$ cat src/dsam_consts.svh
`ifndef DSAM_CONSTS_SVH
`define DSAM_CONSTS_SVH
// ---------------------------------------------------------------
// Register map (byte addresses)
// ---------------------------------------------------------------
`define DSAM_OFF_PAGE      4'h0
`define DSAM_OFF_CTRL      4'h4
`define DSAM_OFF_STATUS    4'h8
`define DSAM_OFF_YBASE     4'hc
`define DSAM_CTRL_WIN_BIT  0
`define DSAM_PAGE_RESET    8'h00
// ---------------------------------------------------------------
// Address layout and timing
// ---------------------------------------------------------------
`define DSAM_Y_START       16'h1800
`define DSAM_Y_END         16'h27ff
`define DSAM_RAM_END       16'h27ff
`define DSAM_WIN_BIT       15
`define DSAM_STEP_BYTE     16'h0001
`define DSAM_STEP_WORD     16'h0002
`define DSAM_EXTRA_ONE     2'h1
`define DSAM_EXTRA_TWO     2'h2
`endif

$ cat src/dsam_pkg.sv
`default_nettype none
package dsam_pkg;
   // Data access request from the address generation units
   typedef struct packed {
      logic        valid;
      logic        write;
      logic        byte_op;
      logic        dual_mac;
      logic        bit_rev;
      logic [15:0] ea;
      logic [15:0] wdata;
   } dsam_xreq_t;
   // Instruction context for extra-cycle accounting
   typedef struct packed {
      logic prefetch_mac;
      logic is_move;
      logic in_repeat;
      logic rep_first;
      logic rep_last;
      logic rep_irq_edge;
      logic table_op;
   } dsam_ctx_t;
   typedef enum logic [2:0] {
      DSAM_IDLE = 3'b001,
      DSAM_READ = 3'b010,
      DSAM_DONE = 3'b100
   } dsam_bus_t;
endpackage
`default_nettype wire

$ cat src/dsam_map.sv
// The register addresses and the Avalon-MM register port were decided locally.
`timescale 1ns/1ps
`default_nettype none
`include "dsam_consts.svh"
module dsam_map #(
   parameter int RAM_WORDS = 5120       // Implemented RAM words
) (
   input  wire logic             clk_i,          // Core clock
   input  wire logic             rstn_i,         // Async reset, low
   input  wire logic [3:0]       avs_address,    // Byte address
   input  wire logic             avs_read,       // Read request
   input  wire logic             avs_write,      // Write request
   input  wire logic [31:0]      avs_writedata,  // Write data
   input  wire logic [3:0]       avs_byteenable, // Byte lanes
   output logic [31:0]           avs_readdata,   // Read data
   output logic                  avs_waitrequest,// Stall
   input  wire dsam_pkg::dsam_xreq_t xreq_i,     // X access
   input  wire dsam_pkg::dsam_ctx_t  ctx_i,      // Instruction context
   input  wire logic             y_valid_i,      // Y prefetch read
   input  wire logic [15:0]      y_ea_i,         // Y effective addr
   input  wire logic             table_op_i,     // Table instr active
   output logic [15:0]           x_rdata_o,      // X read data
   output logic [15:0]           y_rdata_o,      // Y read data
   output logic                  prog_rd_o,      // Program read
   output logic [22:0]           prog_addr_o,    // Program address
   input  wire logic [23:0]      prog_rdata_i,   // Program word
   output logic                  ram_we_o,       // Data RAM write
   output logic [1:0]            ram_be_o,       // Lane strobes
   output logic [14:0]           ram_waddr_o,    // Word address
   output logic [15:0]           ram_wdata_o,    // Write data
   output logic [14:0]           ram_xaddr_o,    // X read word addr
   input  wire logic [15:0]      ram_xrdata_i,   // X RAM read word
   output logic [14:0]           ram_yaddr_o,    // Y read word addr
   input  wire logic [15:0]      ram_yrdata_i,   // Y RAM read word
   output logic [1:0]            extra_cyc_o,    // Added stall cycles
   output logic [15:0]           addr_step_o,    // Post-modify step
   output logic                  addr_trap_o     // Address error trap
);
   import dsam_pkg::*;

   // Elaboration guard: RAM must fit below the window half
   if (RAM_WORDS < 1 || RAM_WORDS > 16384) begin : g_bad_ram
      $error("RAM_WORDS out of range");
   end

   // ---------------------------------------------------------------
   // Register file
   // ---------------------------------------------------------------
   logic [7:0]  page_reg;
   logic        win_en_reg;
   logic        trap_seen_reg;
   logic        trap_seen_next;
   logic        bus_rd_reg;

   // Page and control writes; single-cycle write, no wait
   always_ff @(posedge clk_i or negedge rstn_i) begin
      if (!rstn_i) begin
         page_reg   <= `DSAM_PAGE_RESET;
         win_en_reg <= 1'b0;
      end else if (avs_write && avs_byteenable[0]) begin
         if (avs_address == `DSAM_OFF_PAGE)
            page_reg <= avs_writedata[7:0];
         if (avs_address == `DSAM_OFF_CTRL)
            win_en_reg <= avs_writedata[`DSAM_CTRL_WIN_BIT];
      end
   end

   // Reads take one wait cycle so readdata is registered
   always_ff @(posedge clk_i or negedge rstn_i) begin
      if (!rstn_i)
         bus_rd_reg <= 1'b0;
      else
         bus_rd_reg <= avs_read && !bus_rd_reg;
   end
   assign avs_waitrequest = avs_read && !bus_rd_reg;

   always_ff @(posedge clk_i or negedge rstn_i) begin
      if (!rstn_i)
         avs_readdata <= 32'h0000_0000;
      else if (avs_read && !bus_rd_reg) begin
         case (avs_address)
            `DSAM_OFF_PAGE:   avs_readdata <= {24'h0, page_reg};
            `DSAM_OFF_CTRL:   avs_readdata <= {31'h0, win_en_reg};
            `DSAM_OFF_STATUS: avs_readdata <= {31'h0, trap_seen_reg};
            // Boundary is read-only: hardware fixed
            `DSAM_OFF_YBASE:  avs_readdata <= {`DSAM_Y_END,
                                               `DSAM_Y_START};
            default:          avs_readdata <= 32'h0000_0000;
         endcase
      end
   end

   // ---------------------------------------------------------------
   // Decode
   // ---------------------------------------------------------------
   logic        upper;
   logic        win_hit;
   logic        in_y;
   logic        in_ram;
   logic        x_ok;
   logic        mis;
   logic        x_trap;
   logic        y_in;
   logic        y_ok;
   logic        y_trap;
   logic [15:0] word;

   assign upper   = xreq_i.ea[`DSAM_WIN_BIT];
   // Table ops suspend the window; upper half never counts as Y
   assign win_hit = upper && win_en_reg && !table_op_i;
   assign in_y    = !upper && xreq_i.ea >= `DSAM_Y_START &&
                    xreq_i.ea <= `DSAM_Y_END;
   assign in_ram  = xreq_i.ea[15:1] < 15'(RAM_WORDS);
   // Dual-operand X pointer reads may not reach Y; others see linear space
   assign x_ok    = in_ram && !(xreq_i.dual_mac && in_y && !xreq_i.write);
   assign mis     = !xreq_i.byte_op && xreq_i.ea[0];
   assign x_trap  = xreq_i.valid && (mis || (!win_hit && !in_ram));
   assign y_in    = y_ea_i >= `DSAM_Y_START && y_ea_i <= `DSAM_Y_END;
   assign y_ok    = y_in && !y_ea_i[0];
   assign y_trap  = y_valid_i && y_ea_i[0];

   // Program address: page over low 15 bits of the address
   assign prog_rd_o   = xreq_i.valid && !xreq_i.write && win_hit;
   assign prog_addr_o = {page_reg, xreq_i.ea[14:0]};

   // Read path word selection; zero when out of region
   always_comb begin
      if (win_hit)
         word = prog_rdata_i[15:0];
      else if (x_ok)
         word = ram_xrdata_i;
      else
         word = 16'h0000;
   end

   assign ram_xaddr_o = xreq_i.ea[15:1];
   assign ram_yaddr_o = y_ea_i[15:1];

   // Registered read data; byte reads land on the low lane
   always_ff @(posedge clk_i or negedge rstn_i) begin
      if (!rstn_i) begin
         x_rdata_o <= 16'h0000;
         y_rdata_o <= 16'h0000;
      end else begin
         if (xreq_i.valid && !xreq_i.write)
            x_rdata_o <= xreq_i.byte_op ?
                         {8'h00, xreq_i.ea[0] ? word[15:8] : word[7:0]}
                         : word;
         if (y_valid_i)
            y_rdata_o <= y_ok ? ram_yrdata_i : 16'h0000;
      end
   end

   // ---------------------------------------------------------------
   // Write path: X bus only, Y never writes
   // ---------------------------------------------------------------
   // Window area and misaligned words are not stored
   assign ram_we_o    = xreq_i.valid && xreq_i.write && !win_hit &&
                        in_ram && !mis;
   assign ram_be_o    = xreq_i.byte_op ?
                        (xreq_i.ea[0] ? 2'b10 : 2'b01) : 2'b11;
   assign ram_waddr_o = xreq_i.ea[15:1];
   assign ram_wdata_o = xreq_i.byte_op ?
                        {2{xreq_i.wdata[7:0]}} : xreq_i.wdata;
   // Bit reverse is not used; step follows operand size only; modulo stays in the AGU
   assign addr_step_o = xreq_i.byte_op ? `DSAM_STEP_BYTE
                                       : `DSAM_STEP_WORD;

   assign addr_trap_o = x_trap || y_trap;

   // Trap history for software, hardware set wins over clear
   always_comb begin
      trap_seen_next = trap_seen_reg;
      if (avs_write && avs_address == `DSAM_OFF_STATUS &&
          avs_writedata[0])
         trap_seen_next = 1'b0;
      if (addr_trap_o)
         trap_seen_next = 1'b1;
   end
   always_ff @(posedge clk_i or negedge rstn_i) begin
      if (!rstn_i)
         trap_seen_reg <= 1'b0;
      else
         trap_seen_reg <= trap_seen_next;
   end

   // ---------------------------------------------------------------
   // Extra cycles for window accesses
   // ---------------------------------------------------------------
   always_comb begin
      extra_cyc_o = 2'h0;
      if (xreq_i.valid && win_hit) begin
         if (ctx_i.in_repeat) begin
            if (ctx_i.rep_first || ctx_i.rep_last || ctx_i.rep_irq_edge)
               extra_cyc_o = `DSAM_EXTRA_TWO;
         end else if (ctx_i.prefetch_mac || ctx_i.is_move)
            extra_cyc_o = `DSAM_EXTRA_ONE;
         else
            extra_cyc_o = `DSAM_EXTRA_TWO;
      end
   end
endmodule
`default_nettype wire

$ cat config.mk
export PLATFORM = sky130hd
export DESIGN_NAME = dsam_map
export DESIGN_NICKNAME = d
export VERILOG_FILES = /design/src/dsam_pkg.sv /design/src/dsam_map.sv
export VERILOG_INCLUDE_DIRS = /design/src
export SDC_FILE = /design/constraint.sdc
export NUM_CORES = 1
export LEC_CHECK = 0
export BUFFER_PORTS_ARGS = -buffer_cell sky130_fd_sc_hd__buf_2
export CELL_PAD_IN_SITES_DETAIL_PLACEMENT = 2
export CELL_PAD_IN_SITES_GLOBAL_PLACEMENT = 2
export CORE_ASPECT_RATIO = 2
export CORE_MARGIN = 10
export CORE_UTILIZATION = 16
export CTS_CLUSTER_DIAMETER = 120
export CTS_CLUSTER_SIZE = 30
export DETAILED_ROUTE_END_ITERATION = 10
export PLACE_DENSITY_LB_ADDON = 0.08
export SLEW_MARGIN = 20
export SYNTH_ARGS = -nofsm -noshare
export SYNTH_HDL_FRONTEND = slang
export SYNTH_SLANG_ARGS = --single-unit
$ cat constraint.sdc
create_clock -name clk_i -period 1.35 [get_ports clk_i]
set_input_delay 0.0675 -clock clk_i [delete_from_list [all_inputs] [get_ports clk_i]]
set_output_delay 0.0675 -clock clk_i [all_outputs]
set_load 0.005 [all_outputs]
==> impl_metrics.csv, run 1 <==
group,metric,value,unit
synthesis,synth_seq_cells,52,
timing,period_share,107.7,%
drt,wl,15850,um
global_routing,antenna_found_initial,0,
clocking,cts_buffers,5,
synthesis,yosys_warnings,0,
worst_setup_path,critPathMaxFanout,3,
timing,finalHoldViolCount,0,
synthesis,synth_cells,373,
cells_and_area,area_delta_synth_final,40.21,%
synthesis,ys_async_sr_fraction,100.0,%
worst_setup_path,worst_r2r_endpoint,"x_rdata_o[3]",
min_path,min_to,"page_reg[4]",
drt,drtIter0Drc,68,
place,place_congestion,0.7327,
worst_setup_path,reg2reg_depth,5,
synthesis,synth_area_leaders,"dfrtp_1 37%, buf_4 24%, mux2_2 8.1%",
clocking,cts_sinks,52,
global_routing,track_usage,10.84,%
drt,drt_first_pass_iters,4,
timing,relSlewSlack,66.46,%
worst_setup_path,start_kind,"flop",
timing,drv_slew,0,
synthesis,synth_top_area_share,37.30,%
timing,setup_ws,-104.6,ps
synthesis,synth.largest_area_cell,"dfrtp_1",
power_and_ir_drop,fin_total_pwr,0.004057,W
die,die_w,124.4,um
place,dp_hpwl,13170,um
synthesis,dominantRegCellSynth,"dfrtp_1",
global_routing,grt_pass1_vias,3861,
drt,detail_route.vias_per_cell,3.977,
worst_setup_path,r2r_setup_slack,-70,ps
die,die_h,228.8,um
run,cap_violations,0,
timing,setup_viol,21,
clocking,clk_latency,300,ps
worst_setup_path,cp_data_arrival_time,1390,ps
die,core,21490,sq um
cells_and_area,final_nets,707,
drt,drtAntennaViolNets,0,
place,pre_cts_ws,-214.1,ps
outcome,status,"complete, but fails checks",
drt,vias,3257,
global_routing,grt_pass1_wl,24380,um
min_path,hp-start,"avs_writedata[4]",
clocking,cts_tree,"built",
worst_setup_path,r2r_start,"win_en_reg",
timing,finClkSkew,8.176,ps
drt,wl_per_cell,19.36,um
worst_setup_path,path_class,"flop to output port",
power_and_ir_drop,static-leakage-power,2.416,nW
cells_and_area,nFillCells,2571,
timing,worstMarginPinSlew,497.9,ps
timing,clock.fmax,687.5,MHz
min_path,hold_path_depth,2,
worst_setup_path,cp_data_required_time,1280,ps
outcome,violations,"negative setup slack",
synthesis,syn_area_per_cell,9.352,sq um
clocking,clockBufferDepth,2,
synthesis,syn-cell-area,3488,sq um
place,port_buffers,212,
cells_and_area,layout-drive-gt1-share,55.31,%
clocking,clkTransAtPathRegs,70,ps
synthesis,ys_types,34,
global_routing,grt_max_degree,53,
clocking,cts_max_level,2,
die,rows,76,
power_and_ir_drop,p_per_area,829.5,nW/um^2
min_path,hold_class,"input port to flop",
power_and_ir_drop,peakVddDrop,0.0003952,V
die,ios,334,
synthesis,synth-edff-count,0,
drt,remaining_drc_errors,0,
timing,finalCriticalPeriod,1455,ps
global_routing,grt-ovfl-total,0,
cells_and_area,reg.largest.list,"x_rdata_o (16), y_rdata_o (16), avs_readdata (9)",
synthesis,synth-seq-area-share,37.30,%
cells_and_area,diodes,0,
die,start_util,16.23,%
timing,rsz0062_at_grt,"true",
clocking,root_buffer,"clkbuf_16",
die,fp.dieArea,28470,sq um
worst_setup_path,crit_path_end_kind,"output port",
==> power by group <==
part | total (W) | leakage [nW] | switching [W] | internal, W
Sequential | 0.00171 | 0.705 | 0.0000630 | 0.00164
Clock | 0.00138 | 0.0701 | 0.000640 | 0.000743
Combinational | 0.000967 | 1.64 | 0.000480 | 0.000486
Total | 0.00406 | 2.42 | 0.00118 | 0.00287
==> final cells by class <==
cell class | count | area, sq um | area share (%)
inverter | 18 | 67.56 | 1.381
sequential | 52 | 1301 | 26.61
clock inverter | 1 | 7.507 | 0.1535
tap | 273 | 341.6 | 6.984
multi-input combinational | 205 | 1448 | 29.60
clock buffer | 7 | 142.6 | 2.916
timing repair buffer | 263 | 1583 | 32.36
==> synth_stat cells, types with 7 or more instances <==
cell and number:
mux2_2 25, a22oi_1 16, o22ai_1 16, dfrtp_1 52
buf_4 111, a22o_1 7, a211oi_1 17, o21ai_0 13
nor2_1 12, inv_1 18, nand2_1 34
==> logic make-up after synthesis <==
logic type / Yosys count / synth area share [%]
buf+inv: 139 / 27.04
simple gates: 74 / 10.29
compound gates: 81 / 16.89
flops: 52 / 37.30
other cells: 1 / 0.1075
mux: 26 / 8.357
==> worst max-delay path by stage <==
stage                          start  slack (ps)  cells past startpoint             to
after floorplan           win_en_reg          20                      5   x_rdata_o[6]
after global placement    win_en_reg        -160                      5   x_rdata_o[5]
after detailed placement  win_en_reg        -210                      5  x_rdata_o[14]
after CTS                 win_en_reg        -180                      6    addr_trap_o
after global routing      win_en_reg        -220                      6    addr_trap_o
final                     win_en_reg        -100                      6    addr_trap_o
==> through the flow <==
| stage | hold WS, ps | cell area (sq um) | cells | utilization (%) | setup TNS (ps) |
|---|---|---|---|---|---|
| 2_1_floorplan | -228.1 | 3575 | 396 | - | 0 |
| 3_3_place_gp | 102.7 | 4359 | 786 | 20.28 | -1373 |
| 3_5_place_dp | 110.2 | 4359 | 786 | 20.28 | -2515 |
| 4_1_cts | 0.7153 | 4831 | 819 | 22.48 | -1857 |
| 5_1_grt | 12.84 | 4891 | 819 | 22.76 | -3216 |
| 6_report | 14.70 | 4891 | 819 | 22.76 | -1132 |
==> layout by cell type, fill, tap and decap left out, drive strengths merged, types with 2 or more instances in the layout <==
| master | synthesis | layout |
|---|---|---|
| a22o | 7 | 7 |
| nand2 | 35 | 35 |
| nand4 | 2 | 2 |
| inv | 18 | 18 |
| a22oi | 16 | 16 |
| and3b | 2 | 2 |
| nor2 | 12 | 12 |
| nand2b | 3 | 3 |
| a2111oi | 8 | 8 |
| nor3 | 5 | 5 |
| clkbuf | 6 | 7 |
| nand3 | 4 | 4 |
| buf | 115 | 239 |
| o22ai | 16 | 16 |
| and2 | 2 | 2 |
| nor3b | 3 | 3 |
| dlygate4sd3 | 0 | 24 |
| mux2 | 25 | 25 |
| conb | 1 | 24 |
| a211oi | 17 | 17 |
| o21ai | 15 | 15 |
| nor2b | 4 | 4 |
| dfrtp | 52 | 52 |
==> critical path, cell delays in order, from the launching register on <==
cell     delay [ps]
dfrtp_1         380
and3b_2         220
buf_6           130
a21oi_4         100
o21ai_2          70
nand2_1          60
buf_2           120
==> per-layer routing <==
layer	wire length, um	GRT usage, %	vias up
met5	0	0	-
met4	299	4.097	0
met3	1119	3.205	20
met2	9145	21.56	151
met1	5290	9.822	1579
li1	-	-	1507
==> repair_timing <==
action	in CTS	in global routing
resized for setup	27	12
endpoints found under the setup margin	21	21
buffers inserted	1	0
endpoints found under the hold margin	75	0
pin swaps	9	4
hold buffers	24	0
No activity file was read; power rests on OpenSTA's default activity.
==> inputs of run 2 (changes only) <==
==> constraint.sdc (replaced) <==
create_clock -name clk_i -period 1.35 [get_ports clk_i]
set_input_delay 0 -clock clk_i [delete_from_list [all_inputs] [get_ports clk_i]]
set_output_delay 0 -clock clk_i [all_outputs]
set_load 0.005 [all_outputs]
==> run 2 against run 1 <==
Wire length increased by 0.81%. Global-route usage increased by 0.15 points. Final cell count increased by 2.0%. Count of clock-buffer cells in the layout decreased by 2. Core utilization increased by 0.80 points. Register-to-register slack about the same. Via count increased by 2.1%. The flow still finishes with violations (negative setup slack). Largest cell class unchanged. Final area increased by 3.5%.
==> impl_metrics.csv, run 2 (synthesis gave the netlist of run 1 again) <==
group,metric,value,unit
power_and_ir_drop,static-leakage-power,2.500,nW
clocking,cts_max_level,2,
worst_setup_path,critPathMaxStageDelay,380,ps
global_routing,track_usage,10.99,%
min_path,hold_class,"input port to output port",
cells_and_area,final_cells,835,
timing,rsz0062_at_grt,"true",
die,core,21490,sq um
drt,wl,15980,um
timing,finClkSkew,4.471,ps
place,place_congestion,0.7316,
worst_setup_path,crit_path_end_kind,"flop",
global_routing,grt-ovfl-total,0,
worst_setup_path,worst-path-buf-inv,2,
timing,worstMarginPinSlew,492.8,ps
min_path,hold_path_depth,0,
power_and_ir_drop,p_per_area,838.0,nW/um^2
power_and_ir_drop,clock_power_share,36.0,%
die,die_w,124.4,um
global_routing,grt_pass1_vias,3972,
power_and_ir_drop,switching_share,28.45,%
worst_setup_path,reg2reg_depth,5,
worst_setup_path,crit_family,"compound AO/OA/AOI/OAI gates",
worst_setup_path,path_cells,"and3b_2, buf_6, buf_12, a211oi_1, a2111oi_2",
drt,wl_per_cell,19.14,um
outcome,status,"complete, but fails checks",
power_and_ir_drop,switching_power,0.001207,W
cells_and_area,final_common_cell,"buf_2",
worst_setup_path,path_class,"flop to flop",
cells_and_area,diodes,0,
clocking,cts_sinks,52,
global_routing,grt_max_degree,53,
drt,drtIter0Drc,114,
timing,setup_viol,9,
die,start_util,16.23,%
worst_setup_path,cp.depth,5,
cells_and_area,layout-drive-gt1-share,53.91,%
place,dp_hpwl,13280,um
worst_setup_path,start_kind,"flop",
place,placed_cells,788,
worst_setup_path,cp_data_arrival_time,1610,ps
timing,relSlewSlack,66.80,%
power_and_ir_drop,combPwrFrac,23.9,%
worst_setup_path,critPathMaxFanout,10,
power_and_ir_drop,seqPwrFrac,40.2,%
global_routing,antenna_found_initial,0,
drt,drtAntennaViolNets,0,
timing,finalCriticalPeriod,1431,ps
outcome,violations,"negative setup slack",
timing,drv_slew,0,
place,port_buffers,212,
cells_and_area,final_nets,723,
drt,detail_route.vias_per_cell,3.981,
clocking,cts_buffers,5,
drt,vias,3324,
clocking,clk_latency,300,ps
global_routing,grt_pass1_wl,24760,um
clocking,post_cts_buffers,0,
power_and_ir_drop,internal_power,0.003035,W
cells_and_area,final_cell_mix,"212 x buf_2, 52 x dfrtp_1, 40 x dlygate4sd3_1, 33 x nand2_1, 25 x mux2_2",
clocking,cts_tree,"built",
timing,period_share,106.0,%
power_and_ir_drop,peakVddDrop,0.0006909,V
clocking,clockBufferDepth,2,
die,ios,334,
die,die_h,228.8,um
timing,setup_ws,-80.57,ps
clocking,clkTransAtPathRegs,80,ps
timing,clock.fmax,699.0,MHz
drt,drt_first_pass_iters,4,
worst_setup_path,cp_slowest_cell,"dfrtp_1",
timing,finalHoldViolCount,0,
cells_and_area,reg.largest.list,"x_rdata_o (16), y_rdata_o (16), avs_readdata (9)",
die,fp.dieArea,28470,sq um
drt,remaining_drc_errors,0,
timing,fin_hold_ws,0.001896,ps
die,rows,76,
clocking,root_buffer,"clkbuf_16",
cells_and_area,area_delta_synth_final,45.12,%
power_and_ir_drop,fin_total_pwr,0.004242,W
run,cap_violations,0,
worst_setup_path,cp_data_required_time,1530,ps
-- run 2: changes by cell type in the layout (fill, tap and decap cells not counted), moves of 4 or more --
cell | before | now
a2111oi_1 | 4 | 0
a2111oi_2 | 4 | 8
a22oi_1 | 8 | 14
a22oi_2 | 8 | 2
dlygate4sd3_1 | 24 | 40
-- run 2: area by class of cell --
cell class                      instances  area (sq um)
Timing Repair Buffer                  279          1734
Fill cell                            2552         16430
Clock buffer                            5         125.1
Inverter                               18         67.56
Multi-Input combinational cell        205          1450
Sequential cell                        52          1301
Tap cell                              273         341.6
Clock inverter                          3         42.54
-- run 2: worst paths after layout --
path	slack [ps]	end	from
max in group asynchronous	840	y_rdata_o[4]	rstn_i
setup / recovery	-80	x_rdata_o[1]	win_en_reg
min in group asynchronous	240	page_reg[1]	rstn_i
setup reg to reg	-80	x_rdata_o[1]	win_en_reg
hold reg to reg	490	avs_readdata[0]	avs_readdata[0]
hold / removal	0.002	ram_xaddr_o[7]	xreq_i[24]
-- run 2: routing by layer --
layer  up-vias  global-route usage [%]  wire length (um)
met4         0                   4.426               297
met2       155                   21.81              9169
met3        16                   2.903              1061
met1      1610                   10.11              5454
met5         -                       0                 0
li1       1543                       -                 -
-- run 2: worst register-to-register path: stages, from the launching register on --
cell,delay [ps]
dfrtp_1,380
and3b_2,230
buf_6,140
buf_12,140
a211oi_1,320
a2111oi_2,100
-- run 2: power by group through the flow --
stage               Sequential, W  Clock, W  Combinational [W]
finish                    0.00170   0.00153            0.00101
global route              0.00172   0.00167            0.00114
detailed placement        0.00174         0           0.000913
CTS                       0.00171   0.00163            0.00103
global placement          0.00173         0           0.000901
floorplan                 0.00174         0           0.000530
-- run 2: metrics by stage --
stage               TNS [ps]  cell area [sq um]  util [%]  setup WS, ps
floorplan                  0               3575         -         23.22
global placement      -647.4               4387     20.41        -78.76
detailed placement     -1607               4387     20.41        -185.3
CTS                   -925.7               4987     23.21        -108.5
global route           -1418               5062     23.56        -175.1
finish                -405.1               5062     23.56        -80.57
-- run 2: timing repair --
| action | CTS | global route |
|---|---|---|
| pin swaps | 4 | 1 |
| resized for setup | 17 | 20 |
| setup endpoints to repair | 21 | 19 |
| hold buffers | 39 | 1 |
| endpoints found under the hold margin | 84 | 1 |
